--- src/rtl/hiop_defines.vh ---
// Purpose: shared constants of the host i/o port
// Assumes: included by bare name from every design file
// Notes: register offsets are byte addresses on the apb slave; the base offset is a host i/o address
`ifndef HIOP_DEFINES_VH
`define HIOP_DEFINES_VH

`define HIOP_BASE_OFFSET 10'h300
`define HIOP_BASE_STEP 10'h010

`define HIOP_REG_CTRL 8'h00
`define HIOP_REG_STATUS 8'h04
`define HIOP_REG_MASK 8'h08
`define HIOP_REG_STRAP 8'h0c
`define HIOP_REG_INDEX 8'h10

`define HIOP_CTRL_STB_INV 0
`define HIOP_CTRL_IRQ_INV 1
`define HIOP_CTRL_RESET 2'h0

`define HIOP_EV_CORE 0
`define HIOP_EV_WAIT 1
`define HIOP_EV_RSVD 2
`define HIOP_EV_DONE 3
`define HIOP_EV_W 4
`define HIOP_MASK_RESET 4'h0

`define HIOP_W_BYTE 2'h0
`define HIOP_W_WORD 2'h1
`define HIOP_W_DWORD 2'h2

`define HIOP_ST_IDLE 2'h0
`define HIOP_ST_MEM 2'h1
`define HIOP_ST_HOLD 2'h2

`endif

--- src/rtl/hiop_regs.v ---
// Purpose: apb register slave with sticky interrupt status and mask
// Assumes: zero wait state apb, one clock
// Notes: status bits clear on write of one; a same-cycle event wins
`timescale 1ns/1ns
`default_nettype none
`include "hiop_defines.vh"
module hiop_regs (
    input wire clk_in,
    input wire rst_n_in,
    input wire psel_in,
    input wire penable_in,
    input wire pwrite_in,
    input wire [7:0] paddr_in,
    input wire [31:0] pwdata_in,
    output reg [31:0] prdata_out,
    output wire pready_out,
    output wire pslverr_out,
    input wire [`HIOP_EV_W-1:0] event_in,
    input wire [7:0] strap_view_in,
    input wire [7:0] index_view_in,
    output wire [1:0] ctrl_out,
    output wire irq_level_out
);
    reg [1:0] ctrl_r;
    reg [`HIOP_EV_W-1:0] status_r;
    reg [`HIOP_EV_W-1:0] mask_r;
    wire access = psel_in & penable_in;
    wire hit = (paddr_in == `HIOP_REG_CTRL) | (paddr_in == `HIOP_REG_STATUS) |
               (paddr_in == `HIOP_REG_MASK) | (paddr_in == `HIOP_REG_STRAP) |
               (paddr_in == `HIOP_REG_INDEX);
    wire wr = access & pwrite_in;
    wire [`HIOP_EV_W-1:0] clr = (wr && paddr_in == `HIOP_REG_STATUS) ?
                                pwdata_in[`HIOP_EV_W-1:0] : {`HIOP_EV_W{1'b0}};

    assign pready_out = 1'b1;
    assign pslverr_out = access & ~hit;
    assign ctrl_out = ctrl_r;
    assign irq_level_out = |(status_r & mask_r);

    always @(posedge clk_in or negedge rst_n_in) begin
        if (!rst_n_in) begin
            ctrl_r <= `HIOP_CTRL_RESET;
            mask_r <= `HIOP_MASK_RESET;
            status_r <= {`HIOP_EV_W{1'b0}};
        end else begin
            if (wr && paddr_in == `HIOP_REG_CTRL) begin
                ctrl_r <= pwdata_in[1:0];
            end
            if (wr && paddr_in == `HIOP_REG_MASK) begin
                mask_r <= pwdata_in[`HIOP_EV_W-1:0];
            end
            // set after clear so an event in the clearing cycle survives
            status_r <= (status_r & ~clr) | event_in;
        end
    end

    always @* begin
        prdata_out = 32'h0000_0000;
        case (paddr_in)
            `HIOP_REG_CTRL: prdata_out = {30'h0000_0000, ctrl_r};
            `HIOP_REG_STATUS: prdata_out = {28'h000_0000, status_r};
            `HIOP_REG_MASK: prdata_out = {28'h000_0000, mask_r};
            `HIOP_REG_STRAP: prdata_out = {24'h00_0000, strap_view_in};
            `HIOP_REG_INDEX: prdata_out = {24'h00_0000, index_view_in};
            default: prdata_out = 32'h0000_0000;
        endcase
    end
endmodule
`default_nettype wire

--- src/rtl/hiop_port.v ---
// Purpose: host i/o port: chip select, address/data ports, wait, width indicators
// Assumes: all host pins synchronous to clk_in; internal memory answers with mem_ack_in
// Notes: straps are caught in the first cycle after reset release
//
// Our own choices: the APB slave port and the address map.
`timescale 1ns/1ns
`default_nettype none
`include "hiop_defines.vh"
module hiop_port #(
    parameter INDEX_W = 8
) (
    input wire clk_in,
    input wire rst_n_in,
    input wire hw_reset_in,
    input wire [2:0] strap_base_in,
    input wire strap_irq_pol_in,
    input wire strap_rom_data_in,
    input wire strap_wake_in,
    input wire [5:0] upper_addr_lines_in,
    input wire bus_select_qualifier_in,
    input wire port_select_in,
    input wire host_read_strobe_in,
    input wire host_write_strobe_in,
    input wire [15:0] data_bus_low_in,
    output reg [15:0] data_bus_low_out,
    output wire data_bus_low_oe_out,
    input wire [15:0] data_bus_high_in,
    output reg [15:0] data_bus_high_out,
    output wire data_bus_high_oe_out,
    output wire command_wait_out,
    output wire word_access_ind_n_out,
    output wire dword_access_ind_n_out,
    output wire dword_mode_out,
    output reg irq_out,
    input wire core_irq_in,
    output reg mem_req_out,
    output reg mem_we_out,
    output reg [INDEX_W-1:0] mem_index_out,
    output reg [1:0] mem_width_out,
    output reg [31:0] mem_wdata_out,
    input wire mem_ack_in,
    input wire [31:0] mem_rdata_in,
    input wire psel_in,
    input wire penable_in,
    input wire pwrite_in,
    input wire [7:0] paddr_in,
    input wire [31:0] pwdata_in,
    output wire [31:0] prdata_out,
    output wire pready_out,
    output wire pslverr_out
);
    // reset is async; the hardware reset pin joins the system reset
    wire rst_n = rst_n_in & ~hw_reset_in;

    // the reserved strap pair falls back to word width; status bit 2 tells software
    function [1:0] width_of;
        input rom_data;
        input wake;
        begin
            case ({rom_data, wake})
                2'b00: width_of = `HIOP_W_WORD;
                2'b10: width_of = `HIOP_W_DWORD;
                2'b01: width_of = `HIOP_W_BYTE;
                default: width_of = `HIOP_W_WORD;
            endcase
        end
    endfunction

    // a9 and a8 high with a7 low keeps the port inside the 300h..37fh window
    function hit_of;
        input [5:0] a;
        input qual;
        input [2:0] base;
        begin
            hit_of = a[5] & a[4] & ~a[3] & ~qual & (a[2:0] == base);
        end
    endfunction

    reg strap_done_r;
    reg [2:0] base_r;
    reg irq_pol_r;
    reg [1:0] width_r;
    reg rsvd_r;
    reg dword_r;

    // straps are read once: the shared pins turn into outputs, a later sample is junk
    always @(posedge clk_in or negedge rst_n) begin
        if (!rst_n) begin
            strap_done_r <= 1'b0;
            base_r <= 3'h0;
            irq_pol_r <= 1'b0;
            width_r <= `HIOP_W_WORD;
            rsvd_r <= 1'b0;
            dword_r <= 1'b0;
        end else if (!strap_done_r) begin
            strap_done_r <= 1'b1;
            base_r <= strap_base_in;
            irq_pol_r <= strap_irq_pol_in;
            width_r <= width_of(strap_rom_data_in, strap_wake_in);
            rsvd_r <= strap_rom_data_in & strap_wake_in;
            dword_r <= strap_rom_data_in & ~strap_wake_in;
        end
    end

    // full decoded base for software view; the pin decode compares bits 6..4
    // the step stays a constant so a wider strap only touches the header
    wire [9:0] io_base = `HIOP_BASE_OFFSET + {7'h00, base_r} * `HIOP_BASE_STEP;

    wire [1:0] ctrl;
    wire irq_level;
    // flipping the polarity while selected fakes a command edge; change it when idle
    wire stb_inv = ctrl[`HIOP_CTRL_STB_INV];
    wire rd_act = stb_inv ? host_read_strobe_in : ~host_read_strobe_in;
    wire wr_act = stb_inv ? host_write_strobe_in : ~host_write_strobe_in;
    wire sel = strap_done_r &
               hit_of(upper_addr_lines_in, bus_select_qualifier_in, base_r);
    wire act = sel & (rd_act | wr_act);

    // edge, not level: a strobe held for many cycles is still one command
    reg act_prev_r;
    wire new_cmd = act & ~act_prev_r;

    reg [1:0] state_r;
    reg [1:0] state_nxt;
    reg cur_rd_r;
    reg cur_data_r;
    reg pend_r;
    reg pend_wr_r;
    reg pend_data_r;
    reg [31:0] pend_wdata_r;
    reg [INDEX_W-1:0] index_r;
    reg rd_ready_r;
    reg [3:0] events;

    // the upper lane carries data only in dword mode; elsewhere those pins do other jobs
    wire [31:0] host_wdata = {dword_r ? data_bus_high_in : 16'h0000, data_bus_low_in};
    wire busy = (state_r == `HIOP_ST_MEM);
    wire done = busy & mem_ack_in;

    // a command is served now if idle, or queued if the memory is still busy
    wire serve_new = new_cmd & ~busy & ~pend_r;
    // only one command can wait; a third is dropped, so the host must obey the wait
    wire queue_new = new_cmd & (busy | pend_r) & ~pend_r;
    wire serve_pend = pend_r & (~busy | done);
    // fields of the command being started; a queued one goes first
    wire cmd_wr = serve_pend ? pend_wr_r : wr_act;
    wire cmd_data = serve_pend ? pend_data_r : port_select_in;
    wire [31:0] cmd_wdata = serve_pend ? pend_wdata_r : host_wdata;

    // hold keeps a finished command from starting again while its strobe stays active
    always @* begin
        state_nxt = state_r;
        case (state_r)
            `HIOP_ST_IDLE: begin
                if ((serve_new & port_select_in) | (serve_pend & pend_data_r)) begin
                    state_nxt = `HIOP_ST_MEM;
                end
            end
            `HIOP_ST_MEM: begin
                if (done) begin
                    state_nxt = (pend_r & pend_data_r) ? `HIOP_ST_MEM : `HIOP_ST_HOLD;
                end
            end
            `HIOP_ST_HOLD: begin
                // a new data command starts from here too; a queued one goes on from mem at done
                if ((serve_new & port_select_in) | (serve_pend & pend_data_r)) begin
                    state_nxt = `HIOP_ST_MEM;
                end else if (!act) begin
                    state_nxt = `HIOP_ST_IDLE;
                end
            end
            default: state_nxt = `HIOP_ST_IDLE;
        endcase
    end

    always @(posedge clk_in or negedge rst_n) begin
        if (!rst_n) begin
            state_r <= `HIOP_ST_IDLE;
            act_prev_r <= 1'b0;
            cur_rd_r <= 1'b0;
            cur_data_r <= 1'b0;
            pend_r <= 1'b0;
            pend_wr_r <= 1'b0;
            pend_data_r <= 1'b0;
            pend_wdata_r <= 32'h0000_0000;
            index_r <= {INDEX_W{1'b0}};
            rd_ready_r <= 1'b0;
            mem_req_out <= 1'b0;
            mem_we_out <= 1'b0;
            mem_index_out <= {INDEX_W{1'b0}};
            mem_width_out <= `HIOP_W_WORD;
            mem_wdata_out <= 32'h0000_0000;
            data_bus_low_out <= 16'h0000;
            data_bus_high_out <= 16'h0000;
        end else begin
            state_r <= state_nxt;
            act_prev_r <= act;
            if (done) begin
                mem_req_out <= 1'b0;
                if (!mem_we_out) begin
                    // a byte read clears the upper lane so the host sees a clean byte
                    data_bus_low_out <= (width_r == `HIOP_W_BYTE) ?
                                        {8'h00, mem_rdata_in[7:0]} : mem_rdata_in[15:0];
                    data_bus_high_out <= dword_r ? mem_rdata_in[31:16] : 16'h0000;
                    rd_ready_r <= 1'b1;
                end
            end
            if (queue_new) begin
                pend_r <= 1'b1;
                pend_wr_r <= wr_act;
                pend_data_r <= port_select_in;
                pend_wdata_r <= host_wdata;
            end else if (serve_pend) begin
                pend_r <= 1'b0;
            end
            if (serve_new | serve_pend) begin
                cur_rd_r <= ~cmd_wr;
                cur_data_r <= cmd_data;
                rd_ready_r <= 1'b0;
                if (cmd_data) begin
                    mem_req_out <= 1'b1;
                    mem_we_out <= cmd_wr;
                    mem_index_out <= index_r;
                    mem_width_out <= width_r;
                    // a byte write clears the upper bits so stale host data never lands
                    mem_wdata_out <= (width_r == `HIOP_W_BYTE) ?
                                     {24'h00_0000, cmd_wdata[7:0]} : cmd_wdata;
                end else if (cmd_wr) begin
                    index_r <= cmd_wdata[INDEX_W-1:0];
                end else begin
                    data_bus_low_out <= {{(16-INDEX_W){1'b0}}, index_r};
                    data_bus_high_out <= 16'h0000;
                    rd_ready_r <= 1'b1;
                end
            end
        end
    end

    // a read must also wait until its data has come back from memory
    wire rd_waiting = act & rd_act & cur_rd_r & ~rd_ready_r;
    assign command_wait_out = ~(pend_r | rd_waiting);

    // drive only under a selected read strobe so host and port never fight the bus
    wire drive = sel & rd_act & cur_rd_r & rd_ready_r & ~pend_r;
    assign data_bus_low_oe_out = drive;
    assign data_bus_high_oe_out = drive & dword_r & cur_data_r;
    assign dword_mode_out = dword_r;

    // indicators follow the strobe, not the memory, so they settle before the host samples
    wire data_cyc = act & port_select_in;
    assign word_access_ind_n_out = ~(data_cyc & (width_r != `HIOP_W_BYTE));
    assign dword_access_ind_n_out = ~(data_cyc & dword_r &
                                      (width_r == `HIOP_W_DWORD));

    reg core_prev_r;
    always @(posedge clk_in or negedge rst_n) begin
        if (!rst_n) begin
            core_prev_r <= 1'b0;
            irq_out <= 1'b0;
        end else begin
            core_prev_r <= core_irq_in;
            // strap picks the idle level; configuration flips it again
            irq_out <= irq_level ^ irq_pol_r ^ ctrl[`HIOP_CTRL_IRQ_INV];
        end
    end

    // events are one-cycle pulses; the status register makes them sticky
    always @* begin
        events = 4'h0;
        events[`HIOP_EV_CORE] = core_irq_in & ~core_prev_r;
        events[`HIOP_EV_WAIT] = queue_new;
        events[`HIOP_EV_RSVD] = new_cmd & port_select_in & rsvd_r;
        events[`HIOP_EV_DONE] = done;
    end

    hiop_regs u_regs (
        .clk_in(clk_in),
        .rst_n_in(rst_n),
        .psel_in(psel_in),
        .penable_in(penable_in),
        .pwrite_in(pwrite_in),
        .paddr_in(paddr_in),
        .pwdata_in(pwdata_in),
        .prdata_out(prdata_out),
        .pready_out(pready_out),
        .pslverr_out(pslverr_out),
        .event_in(events),
        .strap_view_in({dword_r, rsvd_r, width_r, irq_pol_r, base_r}),
        .index_view_in(io_base[9:2]),
        .ctrl_out(ctrl),
        .irq_level_out(irq_level)
    );
endmodule
`default_nettype wire

--- config.mk ---
export PLATFORM = sky130hd
export DESIGN_NAME = hiop_port
export DESIGN_NICKNAME = d
export VERILOG_FILES = /design/src/rtl/hiop_regs.v /design/src/rtl/hiop_port.v
export VERILOG_INCLUDE_DIRS = /design/src /design/src/rtl
export SDC_FILE = /design/constraint.sdc
export NUM_CORES = 1
export LEC_CHECK = 0
export ABC_AREA = 1
export BUFFER_PORTS_ARGS = -buffer_cell sky130_fd_sc_hd__buf_4
export CAP_MARGIN = 30
export CORE_UTILIZATION = 46
export DETAILED_ROUTE_END_ITERATION = 10
export GPL_TIMING_DRIVEN = 0
export PLACE_DENSITY = 0.77
export SYNTH_ARGS = -nofsm -noshare
export SYNTH_HDL_FRONTEND = slang
export SYNTH_SLANG_ARGS = --single-unit
--- constraint.sdc ---
create_clock -name clk_in -period 9.25 [get_ports clk_in]
set_clock_uncertainty 0.1 [all_clocks]
set_input_delay 0.925 -clock clk_in [delete_from_list [all_inputs] [get_ports clk_in]]
set_output_delay 0.925 -clock clk_in [all_outputs]
set_load 0.05 [all_outputs]
==> results of run 1 <==
==> through the flow <==
step,cells,instance area [um2],util [%]
2_1_floorplan,1003,7480,-
6_report,1440,9910,64.2
5_1_grt,1440,9910,64.2
4_1_cts,1440,9910,64.2
3_3_place_gp,1404,9170,59.4
3_5_place_dp,1409,9290,60.2
==> cells in the final DEF (no fill, tap or decap), types with 23 or more instances in the layout <==
cell type,n
nand2_1,378
buf_4,223
dfrtp_1,143
o21ai_0,109
nand3_1,70
inv_1,54
a21oi_1,44
nor2_1,40
conb_1,26
clkbuf_1,25
buf_2,23
==> cell type report <==
type,instances,area [um2]
buffer,80,454
clock buffer,28,557
clock inverter,3,65.1
fill,1416,5520
inverter,59,221
multi-input combinational,719,3180
sequential,145,3630
tap,211,264
timing repair buffer,195,1540
==> flip-flops by register name, indices dropped and copies added, names as in the netlist, 3 cells and up <==
signal	cells
mem_wdata_out	32
data_bus_high_out	16
data_bus_low_out	16
u_regs.mask_r	4
mem_index_out	8
index_r	8
pend_wdata_r	32
base_r	3
u_regs.status_r	4
==> worst register-to-register path, stage by stage (launching register included) <==
cell and delay, ns:
dfrtp_1 0.37, buf_2 0.20, nor2_1 0.55, inv_2 0.25, clkbuf_1 0.33, o21ai_0 0.18
a21oi_1 0.08, nand3_1 0.11, nand2_1 0.06
==> routing by layer <==
layer	up-vias	global-route usage [%]
met5	-	0
met4	0	10.9
met3	35	5.16
met2	309	43.9
met1	3490	35.7
li1	3568	-
==> worst max-delay path by stage <==
stage                      from  cells after the start               endpoint
finish               width_r[1]                      6  word_access_ind_n_out
global route         width_r[1]                      6  word_access_ind_n_out
CTS                  width_r[1]                      6  word_access_ind_n_out
detailed placement  paddr_in[5]                     11          prdata_out[1]
global placement    hw_reset_in                      2       mem_wdata_out[9]
floorplan              rst_n_in                      2             act_prev_r
==> power groups by stage <==
stage	combinational (mW)	sequential, mW	clock, mW
4_1_cts	0.822	0.796	0.723
6_report	0.822	0.798	0.717
2_1_floorplan	0.278	1.08	0
3_3_place_gp	0.799	0.803	0
3_5_place_dp	0.817	0.805	0
5_1_grt	0.891	0.808	0.750
==> kinds of logic (layout without fill, tap and decap cells) <==
logic type,count (synthesis),in the layout,share of synthesized area (%)
AO/OA/AOI/OAI,175,175,12.5
AND/OR/NAND/NOR,511,511,28.2
XOR/XNOR,4,4,0.474
flip-flops,145,145,49.2
multiplexers,1,1,0.152
other,2,26,0.102
adder cells (fa/ha/maj),2,2,0.339
buffers and inverters,139,365,9.15
==> reports/metrics.yaml, run 1 <==
run_status:
  outcome: "complete, no violations"
route:
  initialDrtViolationCount: 435
  met2WireLength_um: 10300
  wire_per_inst_um: 15.0
  vias: 7402
  drc: 0
  dr.pass1.iters: 5
  viasPerCell: 5.14
  wirelength_um: 21600
  postRouteAntennaNets: 0
  dr_wl_met3_um: 1560
  top_layer: "met4"
  wl_met1_um: 9300
timing:
  final-max-slew-violation-count: 0
  fmax_ghz: 0.284
  tns_ns: 0
  setup_viol: 0
  slew_headroom_pct: 55.5
  period_needed_ns: 3.52
  tightestPinTransition_ns: 0.664
  grt_setup_unrepaired: "no"
  fin_crit_sh_pct: 38.1
  hold_violations: 0
  whs_ns: 0.329
  layout_setup_ws_ns: 5.73
hold_path:
  hold_end: "u_regs.status_r[0]"
  hold_path_class: "reg2reg"
  min_path_cells: 1
  min_from: "core_prev_r"
logic_synthesis:
  yosysWarnings: 0
  ys_seq_area_share_pct: 49.2
  synth_common_cells: "nand2_1 (378), dfrtp_1 (143), o21ai_0 (109)"
  avgSynthCellArea_um2: 7.55
  synth-edff-count: 0
  yosysTopAreaCellShare_pct: 48.4
  synthFlopType: "dfrtp_1"
  synth-seq-cells: 145
  syn-instance-count: 979
  synth_cell_types: 33
  yosysTopAreaCell: "dfrtp_1"
  synth.cell_area_um2: 7390
  synth.most_common_cell: "nand2_1"
  async_flop_share_pct: 100
  synthTopCellsByArea: "dfrtp_1 (48%), nand2_1 (19%), o21ai_0 (7.4%)"
clocking:
  cts_resized: 0
  cts_sinks: 145
  numCtsBuffers: 17
  clk_root_buffer_cell: "clkbuf_16"
  cts_tree: "yes"
  clk_latency_ns: 0.43
  clk_pin_slew_ns: 0.06
  cts_max_level: 4
  ctsHoldBuffers: 0
  clk_path_buf_depth: 2
  post_cts_buffers: 0
global_routing:
  first_global_vias: 7091
  grt_use_total_pct: 27.0
  grt_pass1_wl_um: 34500
  antenna_found_initial: 0
  grt_remaining_overflow: 0
  grt_max_degree: 34
place:
  gp_congestion: 0.851
  hpwl_um: 15700
  port_buffers: 190
  post-place-ws_ns: 5.91
critical_path:
  reg2regPathDepth: 8
  r2r-start: "width_r[1]"
  critPathMaxStageDelay_ns: 0.55
  crit_family: "buffers and inverters"
  r2r_setup_slack_ns: 6.91
  crit_required_ns: 8.23
  r2r-end: "mem_wdata_out[15]"
  critPathArrivalTime_ns: 2.50
  cp_slowest_cell: "nor2_1"
  critPathCaptureType: "primary output"
  start_kind: "register"
  path_class: "reg2out"
  critPathBufInv: 4
  crit_fanout: 10
  path_cells: "buf_2, nor2_1, inv_2, clkbuf_1, nand3_1, buf_4"
power_and_ir_drop:
  clkPwrFrac_pct: 30.7
  vdd_ir_drop_max_mv: 0.131
  p_switching_uw: 889
  finalPower_mw: 2.34
  intPower_mw: 1.45
  power.density_nw_per_um2: 236
  p_leak_nw: 5.33
  combPwrFrac_pct: 35.2
  seqPwrFrac_pct: 34.2
  p_sw_share_pct: 38.1
die:
  initial_core_util_pct: 47.9
  fp-row-count: 45
  dieArea_um2: 16600
  die_y_um: 129
  die_w_um: 129
  core_area_um2: 15400
  io_pins: 245
layout:
  nets: 1347
  antenna_cells: 0
  drive_gt1_share_pct: 24.5
  syn_to_final_growth_pct: 34.2
flow_run:
  maxCapViolCount: 0
No activity file was read; power rests on OpenSTA's default activity.
==> run 2: changes to the inputs <==
- CORE_UTILIZATION: 46 -> 51
- PLACE_DENSITY: 0.77 -> 0.81
- clock period: 9.25 -> 3.6 ns (I/O delays scaled with it)
==> run 2 against run 1 <==
Effect of this change:
- clock power rose to 2.6 times the previous value
- setup slack got worse by 5.2 ns
- design area fell by 0.16%
==> reports/metrics.yaml, run 2 (synthesized netlist as in run 1, its figures left out) <==
clocking:
  clk_latency_ns: 0.43
  clk_pin_slew_ns: 0.06
  clk_root_buffer_cell: "clkbuf_16"
  cts_tree: "yes"
  cts_resized: 0
  cts_max_level: 4
  cts_sinks: 145
  numCtsBuffers: 17
  clk_path_buf_depth: 2
critical_path:
  critPathArrivalTime_ns: 2.57
  cp_slowest_cell: "nor2_1"
  crit_family: "buffers and inverters"
  path_cells: "buf_2, nor2_1, inv_2, clkbuf_1, nand3_1, buf_4"
  start_kind: "register"
  r2r-start: "width_r[1]"
  path_class: "reg2out"
  r2r_setup_slack_ns: 1.20
  critPathBufInv: 4
  critPathMaxStageDelay_ns: 0.56
  r2r-end: "mem_wdata_out[18]"
  crit_required_ns: 3.14
  reg2regPathDepth: 8
  crit_fanout: 10
  critPathCaptureType: "primary output"
route:
  wire_per_inst_um: 14.9
  viasPerCell: 5.23
  vias: 7377
  initialDrtViolationCount: 564
  drc: 0
  wirelength_um: 21000
  dr.pass1.iters: 5
  postRouteAntennaNets: 0
global_routing:
  grtUsageMet1_pct: 39.6
  grtUsageMet2_pct: 44.8
  grt_pass1_wl_um: 33300
  first_global_vias: 6688
  grt_remaining_overflow: 0
  antenna_found_initial: 0
  gr-usage-met3_pct: 6.37
  grt_max_degree: 34
  busiest_layer: "met2"
  grt_use_total_pct: 29.1
run_status:
  outcome: "complete, no violations"
die:
  die_w_um: 122
  io_pins: 245
  dieArea_um2: 15000
  die_y_um: 122
  fp-row-count: 43
  core_area_um2: 14000
  initial_core_util_pct: 52.8
layout:
  syn_to_final_growth_pct: 34.0
  final_util_pct: 70.7
  nFillCells: 1171
  final_cell_count_no_fill: 1411
  most-common-layout-cells: "nand2_1 (378), buf_4 (223), dfrtp_1 (143), o21ai_0 (109), nand3_1 (70)"
  multi_input_comb_area_um2: 3180
  antenna_cells: 0
  drive_gt1_share_pct: 24.7
  top_regs: "mem_wdata_out: 32 flops, pend_wdata_r: 32 flops"
  nets: 1348
  register_area_um2: 3630
  layout_commonest_cell: "nand2_1"
timing:
  hold_violations: 0
  setup_viol: 0
  grt_setup_unrepaired: "no"
  tightestPinTransition_ns: 0.799
  fmax_ghz: 0.330
  fin_crit_sh_pct: 84.1
  final-max-slew-violation-count: 0
  tns_ns: 0
  layout_setup_ws_ns: 0.572
  period_needed_ns: 3.03
  slew_headroom_pct: 46.6
power_and_ir_drop:
  p_leak_nw: 5.34
  vdd_ir_drop_max_mv: 0.315
  power.density_nw_per_um2: 608
place:
  hpwl_um: 15300
  port_buffers: 190
  post-place-ws_ns: 1.08
  gp_congestion: 0.838
  placed_cells: 1378
hold_path:
  hold_path_class: "in2async"
flow_run:
  maxCapViolCount: 0
[run 2: final cells by class]
cell class,count,share of cell area [%]
Timing Repair Buffer,196,15.7
Tap cell,180,2.28
Buffer,80,4.59
Sequential cell,145,36.7
Inverter,59,2.24
Multi-Input combinational cell,719,32.1
Clock buffer,23,5.13
Clock inverter,9,1.28
[run 2: per-stage QoR]
stage / area, um2 / total power, mW / hold WS [ns]
6_report: 9900 / 6.02 / 0.0436
5_1_grt: 9900 / 6.31 / 0.0721
4_1_cts: 9900 / 6.03 / 0.0600
3_5_place_dp: 9250 / 4.16 / 0.324
3_3_place_gp: 9140 / 4.11 / 0.306
2_1_floorplan: 7480 / 3.50 / 0.291
[run 2: worst max path at each step]
stage / endpoint / from / slack (ns) / cells past startpoint
global placement: mem_wdata_out[10] / hw_reset_in / -0.99 / 2
finish: word_access_ind_n_out / width_r[1] / 0.57 / 6
CTS: word_access_ind_n_out / width_r[1] / 0.63 / 6
floorplan: act_prev_r / rst_n_in / 0.29 / 2
global route: word_access_ind_n_out / width_r[1] / 0.52 / 6
detailed placement: word_access_ind_n_out / width_r[1] / 1.08 / 6
[run 2: where the power goes]
group | leakage, nW | switching [mW] | internal [mW]
Combinational | 3.11 | 1.47 | 0.642
Clock | 0.315 | 0.671 | 1.20
Sequential | 1.92 | 0.153 | 1.89
[run 2: worst reg2reg max path: cells and delay by family, from the launching register on]
kind,cells,cell delay (ns)
and+or+nand+nor,4,0.91
buffers and inverters,3,0.81
DFF,1,0.38
AOI/OAI and AO/OA,1,0.10
[run 2: repair_timing]
action                                 4_1_cts  5_1_grt
endpoints found under the hold margin        1        0
setup buffers                                0        0
hold buffers                                 1        0
[run 2: metal layers]
layer  part of all wire (%)  up-vias
li1                       -     3575
met1                     43     3445
met2                     47      313
met5                      0        -
met4                    2.6        0
met3                    7.7       44
==> run 3: changes to the inputs <==
- ABC_AREA: 1 -> 0
- CORE_UTILIZATION: 51 -> 45
- PLACE_DENSITY: 0.81 -> 0.76
- clock period: 3.6 -> 2.5 ns (I/O delays scaled with it)
==> run 3 against run 2 <==
Effect of this change:
- design area grew 1.6%
- critical path type unchanged
- highest routed layer unchanged
- via count decreased by 20%
- the run now ends with setup timing left
- global-route usage is 4.5 points lower
==> reports/metrics.yaml, run 3 <==
route:
  initialDrtViolationCount: 332
  drc: 0
  wire_per_inst_um: 17.0
  wirelength_um: 19400
  vias: 5905
  dr.pass1.iters: 7
  viasPerCell: 5.18
  postRouteAntennaNets: 0
critical_path:
  critPathMaxStageDelay_ns: 0.34
  critPathCaptureType: "primary output"
  start_kind: "register"
  path_cells: "buf_6, and4bb_2, nand2_4, nor4b_4, nor3b_4, and3_4, buf_8"
  crit_required_ns: 2.15
  path_class: "reg2out"
  reg2regPathDepth: 9
  critPathArrivalTime_ns: 2.16
  crit_fanout: 5
  cp_slowest_cell: "dfrtp_1"
layout:
  final_cell_area_um2: 10100
  multi_input_comb_area_um2: 3030
  final_cell_count_no_fill: 1139
  drive_gt1_share_pct: 37.5
  most-common-layout-cells: "buf_4 (220), dfrtp_1 (140), nand2_1 (93), o21ai_0 (52), dlygate4sd3_1 (48)"
  nets: 1073
  layout_commonest_cell: "buf_4"
  syn_to_final_growth_pct: 45.3
  top_regs: "mem_wdata_out: 32 flops, pend_wdata_r: 32 flops"
  register_area_um2: 3630
  final_util_pct: 68.2
  nFillCells: 1084
  antenna_cells: 0
place:
  hpwl_um: 13300
  placed_cells: 1057
  placed_area_um2: 8820
  gp_congestion: 0.867
  post-place-ws_ns: -0.225
  port_buffers: 190
hold_path:
  hold_path_class: "in2reg"
  min_path_cells: 3
power_and_ir_drop:
  power.density_nw_per_um2: 640
  p_leak_nw: 5.10
  vdd_ir_drop_max_mv: 0.474
clocking:
  cts_tree: "yes"
  clk_path_buf_depth: 2
  numCtsBuffers: 17
  clk_latency_ns: 0.42
  clk_pin_slew_ns: 0.06
  clk_root_buffer_cell: "clkbuf_16"
  cts_max_level: 4
  cts_sinks: 145
logic_synthesis:
  yosysTopAreaCell: "dfrtp_1"
  synthTopCellsByArea: "dfrtp_1 (52%), mux2_2 (5.4%), mux2i_1 (5.2%)"
  synth-seq-cells: 145
  yosysWarnings: 0
  avgSynthCellArea_um2: 10.6
  synth.most_common_cell: "dfrtp_1"
  yosysTopAreaCellShare_pct: 51.7
  synth.cell_area_um2: 6920
  synth-edff-count: 0
  synth_common_cells: "dfrtp_1 (143), nand2_1 (94), o21ai_0 (52)"
  synthFlopType: "dfrtp_1"
  ys_seq_area_share_pct: 52.5
  synth_cell_types: 55
  async_flop_share_pct: 100
  syn-instance-count: 654
flow_run:
  maxCapViolCount: 0
die:
  core_area_um2: 14800
  initial_core_util_pct: 46.9
  die_y_um: 126
  io_pins: 245
  fp-row-count: 44
  die_w_um: 126
  dieArea_um2: 15900
timing:
  final-max-slew-violation-count: 0
  whs_ns: 0.0138
  tightestPinTransition_ns: 0.861
  grt_setup_unrepaired: "yes"
  slew_headroom_pct: 42.4
  period_needed_ns: 2.51
  setup_viol: 1
  fin_crit_sh_pct: 100
  hold_violations: 0
  fmax_ghz: 0.399
  layout_setup_ws_ns: -0.00533
global_routing:
  antenna_found_initial: 0
  grt_use_total_pct: 24.6
  first_global_vias: 5864
  grt_pass1_wl_um: 30200
  grt_remaining_overflow: 0
  grt_max_degree: 31
run_status:
  outcome: "finished, violations left"
  violations: "setup timing"
[run 3: changes by cell type in the layout (fill, tap and decap cells not counted), moves of 7 or more]
cell           delta
nand3_1          -32
o31ai_1          +10
mux2_2           +32
mux2_4           +20
mux2i_1          +36
o211ai_1          +7
nand2_1         -285
o21ai_0          -57
dlygate4sd3_1    +47
inv_1            -36
buf_2            -18
nor2_1           -22
[run 3: kinds of logic (layout without fill, tap and decap cells)]
family,count (synthesis),in the layout,synth area share [%]
AOI/OAI and AO/OA,131,131,10.9
xor gates and xnor gates,8,8,1.01
adders and majority gates,2,2,0.362
buffers and inverters,84,361,6.64
DFF,145,145,52.5
muxes,91,91,15.6
other,2,26,0.109
and+or+nand+nor,191,191,13.0
[run 3: worst paths after layout]
check | to | slack [ns] | startpoint
setup / recovery | data_bus_high_oe_out | -0.005 | strap_done_r
hold / removal | data_bus_low_out[5] | 0.01 | mem_rdata_in[5]
setup reg to reg | mem_index_out[2] | 0.08 | strap_done_r
hold reg to reg | u_regs.status_r[0] | 0.32 | core_prev_r
max in group asynchronous | base_r[1] | 0.50 | hw_reset_in
min in group asynchronous | data_bus_high_out[11] | 0.44 | rst_n_in
[run 3: metrics by stage]
stage          setup TNS (ns)  power (mW)
6_report             -0.00533        6.44
5_1_grt                -0.118        6.66
4_1_cts                     0        6.47
3_5_place_dp           -0.524        3.69
3_3_place_gp          -291.59        3.65
2_1_floorplan         -103.02        3.28
[run 3: final cells by class]
cell class / instances / share of cell area [%]
buffer: 64 / 3.96
clock buffer: 19 / 4.40
clock inverter: 12 / 1.80
inverter: 18 / 0.672
multi-input combinational: 449 / 30.2
sequential: 145 / 36.1
tap: 184 / 2.29
timing repair buffer: 248 / 20.6
[run 3: timing repair]
item	in CTS	in global routing
hold buffers	48	0
endpoints found under the hold margin	63	0
gates resized for setup	15	18
cloned	0	0
endpoints found under the setup margin	6	79
buffers inserted	1	4
pin swaps	2	2
[run 3: critical path, delay by kind of cell (launching register included)]
kind	cells	cell delay (ns)
buffers and inverters	2	0.26
AND/OR/NAND/NOR	5	1.14
flip-flops	1	0.34
[run 3: per-layer routing]
metal / vias up / wire length, um / global-route usage (%)
met5: - / 0 / 0
met4: 0 / 387 / 9.00
met3: 26 / 947 / 4.67
met2: 199 / 9820 / 42.7
met1: 2878 / 8220 / 30.5
li1: 2802 / - / -
[run 3: where the power goes]
part	leakage (nW)	internal, mW	switching (mW)
sequential	1.93	2.47	0.0818
clock	0.292	1.70	0.998
combinational	2.88	0.455	0.736
